`config.mk`:
```
export PLATFORM = sky130hd
export DESIGN_NAME = serial_cfg_clocking
export DESIGN_NICKNAME = d
export VERILOG_FILES = /design/src/serial_cfg_pkg.sv /design/src/serial_cfg_clocking.sv /design/src/tick_divider.sv
export SDC_FILE = /design/constraint.sdc
export NUM_CORES = 1
export LEC_CHECK = 0
export CORE_ASPECT_RATIO = 0.5
export CORE_MARGIN = 2
export CORE_UTILIZATION = 35
export CTS_BUF_LIST = sky130_fd_sc_hd__clkbuf_2 sky130_fd_sc_hd__clkbuf_4 sky130_fd_sc_hd__clkbuf_8
export CTS_CLUSTER_SIZE = 28
export DETAILED_ROUTE_END_ITERATION = 10
export DONT_BUFFER_PORTS = 1
export PLACE_DENSITY = 0.49
export SYNTH_ARGS = -nofsm -noshare
export SYNTH_HDL_FRONTEND = slang
export SYNTH_SLANG_ARGS = --single-unit
```
`constraint.sdc`:
```
create_clock -name core_clk -period 3.8 [get_ports core_clk]
set_input_delay 0.57 -clock core_clk [delete_from_list [all_inputs] [get_ports core_clk]]
set_output_delay 0.57 -clock core_clk [all_outputs]
set_load 0.02 [all_outputs]
```
`src/serial_cfg_pkg.sv`:
```
// Constants shared by the serial channel configuration and clocking block
package serial_cfg_pkg;
    // Interface select encodings
    localparam logic [2:0] MODE_RESET = 3'h0;
    localparam logic [2:0] MODE_UART = 3'h1;
    localparam logic [2:0] MODE_SPI_MASTER = 3'h2;
    localparam logic [2:0] MODE_I2C_MASTER = 3'h4;
    localparam logic [2:0] MODE_I2C_SLAVE = 3'h5;
    localparam logic [2:0] IFSEL_RESET_VAL = 3'h0;
    // Slave status code for a detected stop
    localparam logic [2:0] STATUS_STOP = 3'h1;
    // Slave operation select codes
    localparam logic [2:0] SOP_TX_DATA = 3'h2;
    localparam logic [2:0] SOP_TX_ACK = 3'h3;
    // Divider ratios of the source clock
    localparam int DIV_UART_I2C = 8;
    localparam int DIV_SPI = 2;
    // Timer ticks from slave operation start to clock release
    localparam logic [1:0] SCL_RELEASE_TICKS = 2'h2;
    // Format field reset values
    localparam logic BIT_ORDER_RESET = 1'b0;
    localparam logic CHAR_LEN_RESET = 1'b0;
    localparam logic STOP_BITS_RESET = 1'b0;
    localparam logic PARITY_EN_RESET = 1'b0;
    localparam logic PARITY_TYPE_RESET = 1'b0;
    // UART frame field lengths
    localparam logic [3:0] START_BITS = 4'h1;
    localparam logic [3:0] DATA_BITS_SHORT = 4'h7;
    localparam logic [3:0] DATA_BITS_LONG = 4'h8;
    localparam logic [3:0] STOP_BITS_ONE = 4'h1;
    localparam logic [3:0] STOP_BITS_TWO = 4'h2;
endpackage

```
`src/serial_cfg_clocking.sv`:
```
// Mode select, format and transfer clock front end of one serial channel
`timescale 1ns/1ns

// Overview of operation
// Peripheral clock must run before any configuration or start.
// UART and I2C master divide timer output by eight.
// SPI normal divides timer output by two; fast mode uses core clock.
// I2C slave bit clock is external; undivided timer tick for sampling.
// Software sets timer rate to eight times the external clock.
// Slave holds clock low on done flag, unless status means stop.
// Trigger releases clock two timer ticks after operation start.
// Data or acknowledge transmit drives output one cycle after trigger.
// Interface codes: 0 reset, 1 UART, 2 SPI, 4/5 I2C; rest reserved.
// Reset code clears all internal circuits of the channel.
// Software resets, then selects mode, before other configuration.
// Bit order 0 is LSB first (default), 1 is MSB first.
// Character length 0 gives seven bits, 1 gives eight.
// Every UART frame has exactly one start bit.
// Stop bit select 0 gives one, 1 gives two stop bits.
// Parity enable adds and checks a parity bit; off by default.
// Parity type 0 is odd (default), 1 is even.
// Non-UART setup order: pins, clock, reset, mode, format, interrupts.
// UART is configured before pins switch, avoiding false start bits.
// Serial pins sit low after reset.
// In reset code, shifters and flags stay cleared, outputs inactive.
module serial_cfg_clocking (
    // Clock and reset
    input wire logic core_clk,
    input wire logic rst_n,
    // Configuration writes
    input wire logic cfgWrite,
    input wire logic [2:0] interfaceSelectIn,
    input wire logic bitOrderSelectIn,
    input wire logic charLengthSelectIn,
    input wire logic stopBitsSelectIn,
    input wire logic parityEnableIn,
    input wire logic parityTypeSelectIn,
    input wire logic spiFastModeIn,
    // Timer source tick, one core cycle per timer output period
    input wire logic timerTick,
    // I2C slave operation control
    input wire logic slaveOpTrigger,
    input wire logic [2:0] slaveOpSelect,
    input wire logic slaveOpDoneSet,
    input wire logic [2:0] slaveStatusCode,
    input wire logic slaveTxBit,
    input wire logic slaveOpDoneClear,
    // Configuration state
    output logic [2:0] interfaceSelect,
    output logic channelReset,
    output logic modeReserved,
    output logic bitOrderSelect,
    output logic charLengthSelect,
    output logic stopBitsSelect,
    output logic parityEnable,
    output logic parityTypeSelect,
    output logic [3:0] frameBits,
    // Generated clocks
    output logic transferTick,
    output logic samplingTick,
    // I2C slave line drive
    output logic slaveOpDoneFlag,
    output logic sclOut,
    output logic sclOe,
    output logic sdaOut,
    output logic sdaOe
);
    // Slave release sequencer states, Gray from idle to hold
    typedef enum logic [1:0] {
        SL_IDLE = 2'b00,
        SL_WAIT = 2'b01,
        SL_HOLD = 2'b11
    } slave_state_t;

    slave_state_t slState_q, slState_d;
    logic [1:0] relCnt_q, relCnt_d;
    logic stretch_q, stretch_d;
    logic fastMode_q;
    logic div8Tick, div2Tick, tickSel;
    logic isReset, isUart, isSpi, isI2cM, isI2cS, txOp;
    logic [3:0] frameLen;
    logic relDone;

    // Mode decode
    assign isReset = (interfaceSelect == serial_cfg_pkg::MODE_RESET);
    assign isUart = (interfaceSelect == serial_cfg_pkg::MODE_UART);
    assign isSpi = (interfaceSelect == serial_cfg_pkg::MODE_SPI_MASTER);
    assign isI2cM = (interfaceSelect == serial_cfg_pkg::MODE_I2C_MASTER);
    assign isI2cS = (interfaceSelect == serial_cfg_pkg::MODE_I2C_SLAVE);
    assign txOp = (slaveOpSelect == serial_cfg_pkg::SOP_TX_DATA) ||
                  (slaveOpSelect == serial_cfg_pkg::SOP_TX_ACK);
    // Tick that completes the release count after a trigger
    assign relDone = (relCnt_q + 2'h1 == serial_cfg_pkg::SCL_RELEASE_TICKS);

    // Configuration register; reset code clears every other field
    always_ff @(posedge core_clk or negedge rst_n) begin
        if (!rst_n) begin
            interfaceSelect <= serial_cfg_pkg::IFSEL_RESET_VAL;
            bitOrderSelect <= serial_cfg_pkg::BIT_ORDER_RESET;
            charLengthSelect <= serial_cfg_pkg::CHAR_LEN_RESET;
            stopBitsSelect <= serial_cfg_pkg::STOP_BITS_RESET;
            parityEnable <= serial_cfg_pkg::PARITY_EN_RESET;
            parityTypeSelect <= serial_cfg_pkg::PARITY_TYPE_RESET;
            fastMode_q <= 1'b0;
        end else if (cfgWrite) begin
            interfaceSelect <= interfaceSelectIn;
            if (interfaceSelectIn == serial_cfg_pkg::MODE_RESET) begin
                bitOrderSelect <= serial_cfg_pkg::BIT_ORDER_RESET;
                charLengthSelect <= serial_cfg_pkg::CHAR_LEN_RESET;
                stopBitsSelect <= serial_cfg_pkg::STOP_BITS_RESET;
                parityEnable <= serial_cfg_pkg::PARITY_EN_RESET;
                parityTypeSelect <= serial_cfg_pkg::PARITY_TYPE_RESET;
                fastMode_q <= 1'b0;
            end else begin
                bitOrderSelect <= bitOrderSelectIn;
                charLengthSelect <= charLengthSelectIn;
                stopBitsSelect <= stopBitsSelectIn;
                parityEnable <= parityEnableIn;
                parityTypeSelect <= parityTypeSelectIn;
                fastMode_q <= spiFastModeIn;
            end
        end
    end

    // Frame length: one start, data, optional parity, stop bits
    assign frameLen = serial_cfg_pkg::START_BITS
        + (charLengthSelect ? serial_cfg_pkg::DATA_BITS_LONG
                            : serial_cfg_pkg::DATA_BITS_SHORT)
        + {3'h0, parityEnable}
        + (stopBitsSelect ? serial_cfg_pkg::STOP_BITS_TWO
                          : serial_cfg_pkg::STOP_BITS_ONE);

    // Dividers are held cleared in the reset code
    tick_divider #(.RATIO(serial_cfg_pkg::DIV_UART_I2C)) u_div8 (
        .core_clk(core_clk),
        .rst_n(rst_n),
        .clear(isReset),
        .srcTick(timerTick),
        .divTick(div8Tick)
    );

    tick_divider #(.RATIO(serial_cfg_pkg::DIV_SPI)) u_div2 (
        .core_clk(core_clk),
        .rst_n(rst_n),
        .clear(isReset),
        .srcTick(timerTick),
        .divTick(div2Tick)
    );

    // Transfer tick per mode; fast SPI ticks every core clock
    assign tickSel = ((isUart | isI2cM) & div8Tick)
                   | (isSpi & (fastMode_q ? 1'b1 : div2Tick));

    // Slave release sequencer next state
    always_comb begin
        slState_d = slState_q;
        relCnt_d = relCnt_q;
        stretch_d = stretch_q;
        case (slState_q)
            SL_IDLE: begin
                if (slaveOpTrigger) begin
                    slState_d = SL_WAIT;
                    relCnt_d = '0;
                end
            end
            SL_WAIT: begin
                if (timerTick) begin
                    relCnt_d = relCnt_q + 2'h1;
                    if (relDone) begin
                        stretch_d = 1'b0;
                        slState_d = SL_HOLD;
                    end
                end
            end
            SL_HOLD: begin
                slState_d = SL_IDLE;
            end
            default: begin
                slState_d = SL_IDLE;
            end
        endcase
        // Completion with any status but stop stretches in any state; set beats a same-cycle release
        if (slaveOpDoneSet &&
            slaveStatusCode != serial_cfg_pkg::STATUS_STOP) begin
            stretch_d = 1'b1;
        end
    end

    // Slave sequencer and line drive; all idle outside slave mode
    always_ff @(posedge core_clk or negedge rst_n) begin
        if (!rst_n) begin
            slState_q <= SL_IDLE;
            relCnt_q <= '0;
            stretch_q <= 1'b0;
        end else if (!isI2cS) begin
            slState_q <= SL_IDLE;
            relCnt_q <= '0;
            stretch_q <= 1'b0;
        end else begin
            slState_q <= slState_d;
            relCnt_q <= relCnt_d;
            stretch_q <= stretch_d;
        end
    end

    // Registered outputs; pins low and undriven until a mode is chosen
    always_ff @(posedge core_clk or negedge rst_n) begin
        if (!rst_n) begin
            channelReset <= 1'b1;
            modeReserved <= 1'b0;
            frameBits <= '0;
            transferTick <= 1'b0;
            samplingTick <= 1'b0;
            slaveOpDoneFlag <= 1'b0;
            sclOut <= 1'b0;
            sclOe <= 1'b0;
            sdaOut <= 1'b0;
            sdaOe <= 1'b0;
        end else begin
            channelReset <= isReset;
            modeReserved <= ~(isReset | isUart | isSpi | isI2cM | isI2cS);
            frameBits <= isUart ? frameLen : 4'h0;
            transferTick <= tickSel;
            samplingTick <= isI2cS & timerTick;
            // Set wins over clear so no completion is lost
            if (!isI2cS) begin
                slaveOpDoneFlag <= 1'b0;
            end else if (slaveOpDoneSet) begin
                slaveOpDoneFlag <= 1'b1;
            end else if (slaveOpDoneClear) begin
                slaveOpDoneFlag <= 1'b0;
            end
            // Open drain: only ever pull low
            sclOut <= 1'b0;
            sclOe <= isI2cS & stretch_d;
            // Transmit data starts the cycle after the trigger
            sdaOut <= 1'b0;
            if (!isI2cS) begin
                sdaOe <= 1'b0;
            end else if (slaveOpTrigger) begin
                sdaOe <= txOp & ~slaveTxBit;
            end
        end
    end
endmodule // serial_cfg_clocking

```
`src/tick_divider.sv`:
```
// Divides an enable-rate source tick down by a ratio
`timescale 1ns/1ns
module tick_divider #(
    parameter int RATIO = 8
) (
    // Clock and reset
    input wire logic core_clk,
    input wire logic rst_n,
    // Control
    input wire logic clear,
    input wire logic srcTick,
    // Output
    output logic divTick
);
    localparam int CW = $clog2(RATIO);
    logic [CW-1:0] cnt_q;
    logic wrap;

    assign wrap = (cnt_q == CW'(RATIO - 1));

    // Count source ticks, pulse once per full ratio
    always_ff @(posedge core_clk or negedge rst_n) begin
        if (!rst_n) begin
            cnt_q <= '0;
            divTick <= 1'b0;
        end else if (clear) begin
            cnt_q <= '0;
            divTick <= 1'b0;
        end else begin
            divTick <= srcTick & wrap;
            if (srcTick) begin
                cnt_q <= wrap ? '0 : cnt_q + 1'b1;
            end
        end
    end
endmodule // tick_divider

```
---- Yosys cells after proc, flatten, opt, wreduce, memory -nomap -nowiden ----
Cells that the tools add are included.
cells by class
  add/subtract/negate cells ............... 6
  equality and inequality tests ........... 16
  multiplexer cells ....................... 37
  bitwise logic cells ..................... 15
  reductions and logical operators ........ 8
operators by type and width
  kind                 count
  $mux 1               22
  $mux 2               8
  $ne 3x3->1 const B   4
  $eq 3x2->1 const B   3
  $eq 3x3->1 const B   3
  $mux 3               3
  $mux 4               2
  $pmux 2 s2           2
  $and 1x1->1          7
  $logic_not 3->1      2
  $ne 3x1->1 const B   2
  $or 1x1->1           6
  $reduce_and 3->1     2
  $add 1x4->4 const A  1
  $add 4x1->4          1
  $add 4x2->4          1
  $add 3x1->3 const B  1
  $eq 3x1->1 const B   1
  $add 2x1->2 const B  1
  $eq 2x1->1 const B   1
  $eq 2x2->1 const B   1
  $logic_not 2->1      1
  $ne 2x2->1 const B   1
  $not 1->1            2
  other kinds (4)      4
storage, ports and cells
  bits in registers ....................... 31
  input bits .............................. 23
  word-level logic and storage cells ...... 104

---- Logic depth before layout (Yosys ltp) ----
Gate-level depths: netlist (run 1).
  depth in word-level cells ............... 7
  depth in mapped cells ................... 7

---- Cells and area by module ----
Synthesis (run 1) repeated with hierarchy kept, for this count alone.
second synthesis, totals
  cells, all modules ...................... 127
  area, all modules ....................... 1,390.1 µm²
modules (own cells, without submodules)
  module                  instances  cells an instance  area each (µm²)  sequential area each (µm²)
  serial_cfg_clocking     1          106                1,136.1          601.8
  tick_divider at u_div8  1          15                 183.9            100.1
  tick_divider at u_div2  1          6                  70.1             50.0

---- Least setup slack after synthesis (run 1) ----
OpenSTA, ideal clock, no wires.
  kind .................................... flip-flop to flip-flop
  from .................................... register parityEnable
  to ...................................... register frameBits[2]
  data arrival time ....................... 1.591 ns
  slack ................................... 2.090 ns
  cell stages (with the launch flop) ...... 8
  path buffers ............................ 0
  period minus slack after synthesis ...... 1.710 ns
  cell sequence ........................... dfrtp_1 -> inv_1 -> ha_1 -> inv_1 -> ha_1 -> fa_1 -> xnor2_1 -> nor2_1
on the way
  word-level cells in the longest chain between the ends .. 3
ends and longest elaborated chain
  element                   RTL line                    RTL
  start: declaration        serial_cfg_clocking.sv:55   output logic parityEnable,
  start signal: assignment  serial_cfg_clocking.sv:102  parityEnable <= serial_cfg_pkg::PARITY_EN_RESET;
  start signal: assignment  serial_cfg_clocking.sv:111  parityEnable <= serial_cfg_pkg::PARITY_EN_RESET;
  start signal: assignment  serial_cfg_clocking.sv:118  parityEnable <= parityEnableIn;
  $add 4x1->4               serial_cfg_clocking.sv:129  + {3'h0, parityEnable}
  $add 4x2->4               serial_cfg_clocking.sv:130  + (stopBitsSelect ? serial_cfg_pkg::STOP_BITS_TWO
  $mux 4                    serial_cfg_clocking.sv:222  frameBits <= isUart ? frameLen : 4'h0;
  end signal: assignment    serial_cfg_clocking.sv:222
  end: declaration          serial_cfg_clocking.sv:57   output logic [3:0] frameBits,
No other way between the ends.
A chain may end at the register's enable or synchronous reset.

---- Worst setup path after layout (run 1) ----
Same ends and word-level chain as after synthesis.

==> run summary, run 1 <==
outcome -> completed
CP Data Arrival Time -> 1.96 ns
CTS tree -> done
Sw Ratio -> 28.7%
Worst-Skew Late Latency -> 0.28 ns
Seq pwr share -> 53.6%
WL/cell -> 13.7 um
1st-iter DRT viols -> 28
first-pass GRT wire length -> 3.97 mm
Final Hold Viols -> 0
layout cells sized above 1 -> 10.7%
Die Wd -> 92.4 um
clock tree buffer depth -> 2
flop-to-flop setup slack -> 2.00 ns
Post-CTS Resized -> 0
Core Area -> 3580 um2
Synth async-reset ratio -> 100%
Cell Chain, Critical Path -> inv_1 -> ha_1 -> inv_1 -> ha_1 -> fa_1 -> xnor2_1 -> nor2_1
# rows -> 15
Synth Area in XOR/XNOR -> 1.28%
Post-Synth Simple-Gate Area -> 14.1%
clock skew -> 0.00889 ns
CTS Sinks -> 30
FF-to-FF Start -> parityEnable
Internal Power -> 544 uW
pwr dens -> 504 nW/um2
largest net degree at the start of global routing -> 30
P&R area growth vs syn -> 10.5%
vias in the first global route -> 840
Via Count -> 863
fin nets -> 162
Setup-failing EPs final -> 0
Placed Area -> 1410 um2
area share of the largest cell type after synthesis -> 53.0%
CP startpoint kind -> flop
VDD IR-drop max -> 0.192 mV
register area share after synthesis -> 54.9%
sw power -> 219 uW
Synth Area in Adders -> 8.78%
Top Ports -> 44
# hold bufs at CTS -> 1
flops & latches, synth -> 30
Starting Density -> 38.2%
Clk pwr share -> 32.6%
power consumption -> 762 uW
multiplexer share of the synthesized area -> 5.48%
CP max FO -> 2
YS warnings -> 0
Reg clk slew, reported paths -> 0.07 ns
DR vias/cell -> 4.74
worst reg2reg endpoint -> frameBits[2]
Post-CTS Setup Bufs -> 0
EDFF count, synth -> 0
dominant synthesized flop cell -> dfrtp_1
cell taking the most area after synthesis -> dfrtp_1
most common cell in the synthesized netlist -> dfrtp_1
port bufs -> 0
DP Wirelength -> 1.75 mm
max_cap viols -> 0
GRT Util Overall -> 12.6%
H-tree depth -> 2
static leakage -> 0.000723 uW
Mean Syn Cell Area -> 10.9 um2
post-layout instance area -> 1510 um2
logic gate share of total power -> 13.7%
Antenna diodes -> 0
slowest CP cell -> dfrtp_1
Critical Path RT -> 3.96 ns
Area contributors post-synth -> dfrtp_1 53%, ha_1 7.3%, inv_1 3.8%, mux2_2 3.3%, nand2_1 3.3%
R2R cell count -> 7
Mapped Area -> 1370 um2
Max stage delay on crit path -> 0.46 ns
Yosys cell types -> 31
setup TNS -> 0 ns
compound-gate portion of the synthesized area -> 9.14%
filler cell count -> 355
main combinational cell family by area after synthesis -> simple AND/OR/NAND/NOR gates
Post-synth top cells -> 29 x dfrtp_1, 14 x inv_1, 12 x nand2_1, 10 x nor2_1, 8 x ha_1
HP Class -> in2async
drt drc -> 0
initial antenna violation count -> 0
Die Area -> 4460 um2
die height -> 48.2 um
Pre-Repair DR Iteration Count -> 4
Gate Count Post-Synth -> 126
clock period minus worst slack -> 1.80 ns
post-route ant nets -> 0
CP Class -> reg2reg
fin crit share -> 47.4%
highest clock rate -> 555 MHz
TritonCTS buffer count -> 5
final WL -> 2.50 mm
grt total ovfl -> 0
Slew Viols, Final -> 0
Crit. End Element -> flop
Placer Congestion -> 0.727
RSZ-0062 raised after global routing -> no
Clock Root Buffer -> clkbuf_8
[how the worst max path moves through the flow]
stage / start / end / slack (ns) / depth (start not counted)
2_1_floorplan: parityEnable / frameBits[2] / 2.09 / 7
3_3_place_gp: parityEnable / frameBits[2] / 1.99 / 7
3_5_place_dp: parityEnable / frameBits[2] / 2.00 / 7
4_1_cts: parityEnable / frameBits[2] / 1.98 / 7
5_1_grt: parityEnable / frameBits[2] / 1.89 / 7
6_report: parityEnable / frameBits[2] / 2.00 / 7
[final cells by class]
type,count,area (um2),share of cell area [%]
clock inverter,2,10.0,0.662
clock buffer,6,76.3,5.05
sequential,30,752,49.7
inverter,14,52.6,3.47
timing repair buffer,1,20.0,1.32
multi-input combinational,78,538,35.6
tap,51,63.8,4.22
[power groups by stage]
stage          Sequential [uW]  Combinational, uW  Clock (uW)
2_1_floorplan              406               88.9           0
3_3_place_gp               415               96.1           0
3_5_place_dp               415               99.2           0
4_1_cts                    410                108         262
5_1_grt                    414                125         277
6_report                   409                105         249
[stage by stage]
step / hold WS [ns] / std cells / worst slack, ns / util [%]
detailed placement: 0.275 / 173 / 2.00 / 39.2
floorplan: 0.274 / 127 / 2.09 / -
finish: 0.110 / 182 / 2.00 / 42.2
global route: 0.103 / 182 / 1.89 / 42.2
global placement: 0.275 / 173 / 1.99 / 39.2
CTS: 0.104 / 182 / 1.98 / 42.2
[cell families after synthesis]
family / Yosys count
multiplexers: 7
adder cells (fa/ha/maj): 9
other: 1
AO/OA/AOI/OAI: 21
buffers and inverters: 19
AND/OR/NAND/NOR: 37
XOR/XNOR: 2
flip-flops: 30
[registers in the layout, summed over array words and instances, names as in the netlist, 2 cells and up]
signal,cells
slState_q,2
interfaceSelect,3
relCnt_q,2
frameBits,4
u_div8.cnt_q,3
[layer usage]
layer | routed length [um] | GRT usage (%) | vias up | part of all wire, %
met5 | 0 | 0 | - | 0
met4 | 27 | 6.27 | 0 | 1.1
met3 | 121 | 5.56 | 4 | 4.8
met2 | 1120 | 20.4 | 22 | 45
met1 | 1230 | 14.9 | 411 | 49
li1 | - | - | 426 | -
[worst max-delay path: cells and delay by family, from the launching register on]
kind	cells	cell delay, ns
XOR/XNOR	1	0.16
adder cells (fa/ha/maj)	3	0.88
buffers and inverters	2	0.13
flip-flops	1	0.46
AND/OR/NAND/NOR	1	0.06
[placed cells by master, fill, tap and decap left out, types with 3 or more instances in the layout]
cell      netlist  routed
a21oi_1         6       6
clkbuf_8        0       5
dfrtp_1        29      29
ha_1            8       8
inv_1          14      14
mux2_2          4       4
mux2i_1         3       3
nand2_1        12      12
nor2_1         10      10
nor3b_1         3       3
o21ai_0         7       7
Power figures use the tool's default switching activity.
==> run 2, diff against run 1 <==
==> constraint.sdc (replaced) <==
create_clock -name core_clk -period 1.7 [get_ports core_clk]
set_input_delay 0.255 -clock core_clk [delete_from_list [all_inputs] [get_ports core_clk]]
set_output_delay 0.255 -clock core_clk [all_outputs]
set_load 0.02 [all_outputs]
==> run 2 against run 1 <==
  * Sequential share of layout area fell by 2.4 points
  * Clock power rose by 140%
  * Critical path depth fell by 2
  * Global-route usage rose by 0.18 points
  * Worst setup slack got worse by 1.9 ns
  * Combinational power rose to 2.8 times the previous value
  * Maximum frequency rose by 11%
  * Utilization rose by 2.3 points
  * Worst hold slack got worse by 0.043 ns
  * Die area did not move
  * Clock skew fell by 0.0031 ns
  * Largest cell class unchanged
  * Highest routed layer unchanged
==> run summary, run 2 (synthesis results as in run 1) <==
outcome -> completed
Reg area -> 754 um2 (+0.33%)
HP Class -> in2reg
port bufs -> 0 (unchanged)
post-route ant nets -> 0 (unchanged)
Antenna diodes -> 0 (unchanged)
Die Area -> 4460 um2 (unchanged)
Worst-Skew Late Latency -> 0.27 ns (about the same)
post-layout util -> 44.5% (+2.3 points)
CP Class -> reg2reg
vias in the first global route -> 881 (+4.9%)
TritonCTS buffer count -> 5 (unchanged)
commonest non-fill, non-tap cells in the layout -> 27 x dfrtp_1, 13 x inv_1, 12 x nand2_1, 10 x nor2_1, 7 x o21ai_0
CP startpoint kind -> flop
CP max FO -> 2 (unchanged)
drt drc -> 0 (unchanged)
Multi-input gate area -> 573 um2 (+6.5%)
Setup-failing EPs final -> 0 (unchanged)
Post-CTS Setup Bufs -> 0 (unchanged)
filler cell count -> 348 (-2.0%)
grt total ovfl -> 0 (unchanged)
clock tree buffer depth -> 2 (unchanged)
first-pass GRT wire length -> 4.10 mm (+3.3%)
final WL -> 2.56 mm (+2.3%)
fin crit share -> 95.5% (+48 points)
Clock Root Buffer -> clkbuf_8
Core Area -> 3580 um2 (unchanged)
CP Data Arrival Time -> 1.79 ns (-0.17 ns)
DP Wirelength -> 1.78 mm (+1.4%)
die height -> 48.2 um (unchanged)
max_cap viols -> 0 (unchanged)
Top Ports -> 44 (unchanged)
CTS tree -> done
static leakage -> 0.000743 uW (+2.7%)
Final Hold Viols -> 0 (unchanged)
Largest Register -> frameBits
largest net degree at the start of global routing -> 31 (+3.3%)
Cell Chain, Critical Path -> ha_1 -> inv_1 -> ha_2 -> fa_2 -> and2_1
clock skew -> 0.00577 ns (-0.00313 ns)
pwr dens -> 1120 nW/um2 (+120%)
RSZ-0062 raised after global routing -> no
Die Wd -> 92.4 um (unchanged)
layout cells sized above 1 -> 18.5% (+7.8 points)
Post-Layout Cell Count -> 186 (+2.2%)
setup TNS -> 0 ns (unchanged)
Reg clk slew, reported paths -> 0.06 ns (about the same)
WL/cell -> 13.7 um (+0.12%)
Starting Density -> 38.2% (unchanged)
Via Count -> 882 (+2.2%)
GRT Util Overall -> 12.8% (+0.18 points)
Max stage delay on crit path -> 0.43 ns (-0.03 ns)
Placer Congestion -> 0.697 (-4.1%)
DR vias/cell -> 4.74 (about the same)
CTS Sinks -> 30 (unchanged)
Largest register FFs -> 4 (unchanged)
placed cell count -> 176 (+1.7%)
Crit. End Element -> flop
Slew Viols, Final -> 0 (unchanged)
H-tree depth -> 2 (unchanged)
Pre-Repair DR Iteration Count -> 3 (-1)
Critical Path RT -> 1.87 ns (-2.09 ns)
# rows -> 15 (unchanged)
1st-iter DRT viols -> 7 (-75%)
VDD IR-drop max -> 0.372 mV (+94%)
fin nets -> 166 (+2.5%)
P&R area growth vs syn -> 16.5%
highest clock rate -> 616 MHz (+11%)
commonest non-fill, non-tap cell in the layout -> dfrtp_1
slowest CP cell -> fa_2
biggest regs -> frameBits: 4 flops, interfaceSelect: 3 flops, u_div8.cnt_q: 3 flops
initial antenna violation count -> 0 (unchanged)
clock period minus worst slack -> 1.62 ns (-0.176 ns)
## run 2: final timing paths
| kind | end | depth (start not counted) | from | slack [ns] |
|---|---|---|---|---|
| hold / removal | stopBitsSelect | 1 | cfgWrite | 0.07 |
| hold reg to reg | transferTick | 2 | u_div8.divTick | 0.52 |
| setup reg to reg | frameBits[1] | 5 | stopBitsSelect | 0.08 |
| max in group asynchronous | channelReset | 2 | rst_n | 1.03 |
| min in group asynchronous | frameBits[0] | 2 | rst_n | 0.43 |
| setup / recovery | frameBits[1] | 5 | stopBitsSelect | 0.08 |
## run 2: where the power goes
part / leakage, uW / internal (uW) / switching, uW
registers: 0.000386 / 805 / 98.7
logic: 0.000306 / 140 / 150
clock network: 0.0000517 / 342 / 258
total: 0.000743 / 1290 / 507
## run 2: what timing repair did
action                                  4_1_cts  5_1_grt
hold endpoints to repair                     30        0
gates resized for setup                       0        7
endpoints found under the setup margin        0        2
hold buffers                                  2        0
## run 2: through the flow
| step | area (um2) | total power (uW) | setup WS, ns | hold slack, ns |
|---|---|---|---|---|
| 6_report | 1600 | 1790 | 0.0761 | 0.0669 |
| 5_1_grt | 1600 | 1910 | 0.00325 | 0.0598 |
| 4_1_cts | 1560 | 1800 | 0.0399 | 0.0590 |
| 3_5_place_dp | 1430 | 1160 | 0.0552 | -0.0399 |
| 3_3_place_gp | 1430 | 1150 | 0.0584 | -0.0400 |
| 2_1_floorplan | 1380 | 1110 | 0.0274 | -0.0406 |
## run 2: critical path, delay by kind of cell (launching register included)
family | cells | cell delay, ns
adders and majority gates | 3 | 0.92
DFF | 1 | 0.41
and+or+nand+nor | 1 | 0.14
buffers and inverters | 1 | 0.06
## run 2: area by class of cell
| cell class | instances | area share, % |
|---|---|---|
| Inverter | 14 | 3.29 |
| Multi-Input combinational cell | 78 | 35.9 |
| Sequential cell | 30 | 47.3 |
| Timing Repair Buffer | 5 | 3.53 |
| Tap cell | 51 | 4.00 |
| Clock inverter | 1 | 0.314 |
| Clock buffer | 7 | 5.65 |
## run 2: per-layer routing
metal | vias up | track usage (%) | share of wire (%)
met5 | - | 0 | 0
met4 | 0 | 6.27 | 0.63
met3 | 3 | 4.79 | 6.1
met2 | 28 | 20.7 | 47
met1 | 419 | 15.7 | 47
li1 | 432 | - | -
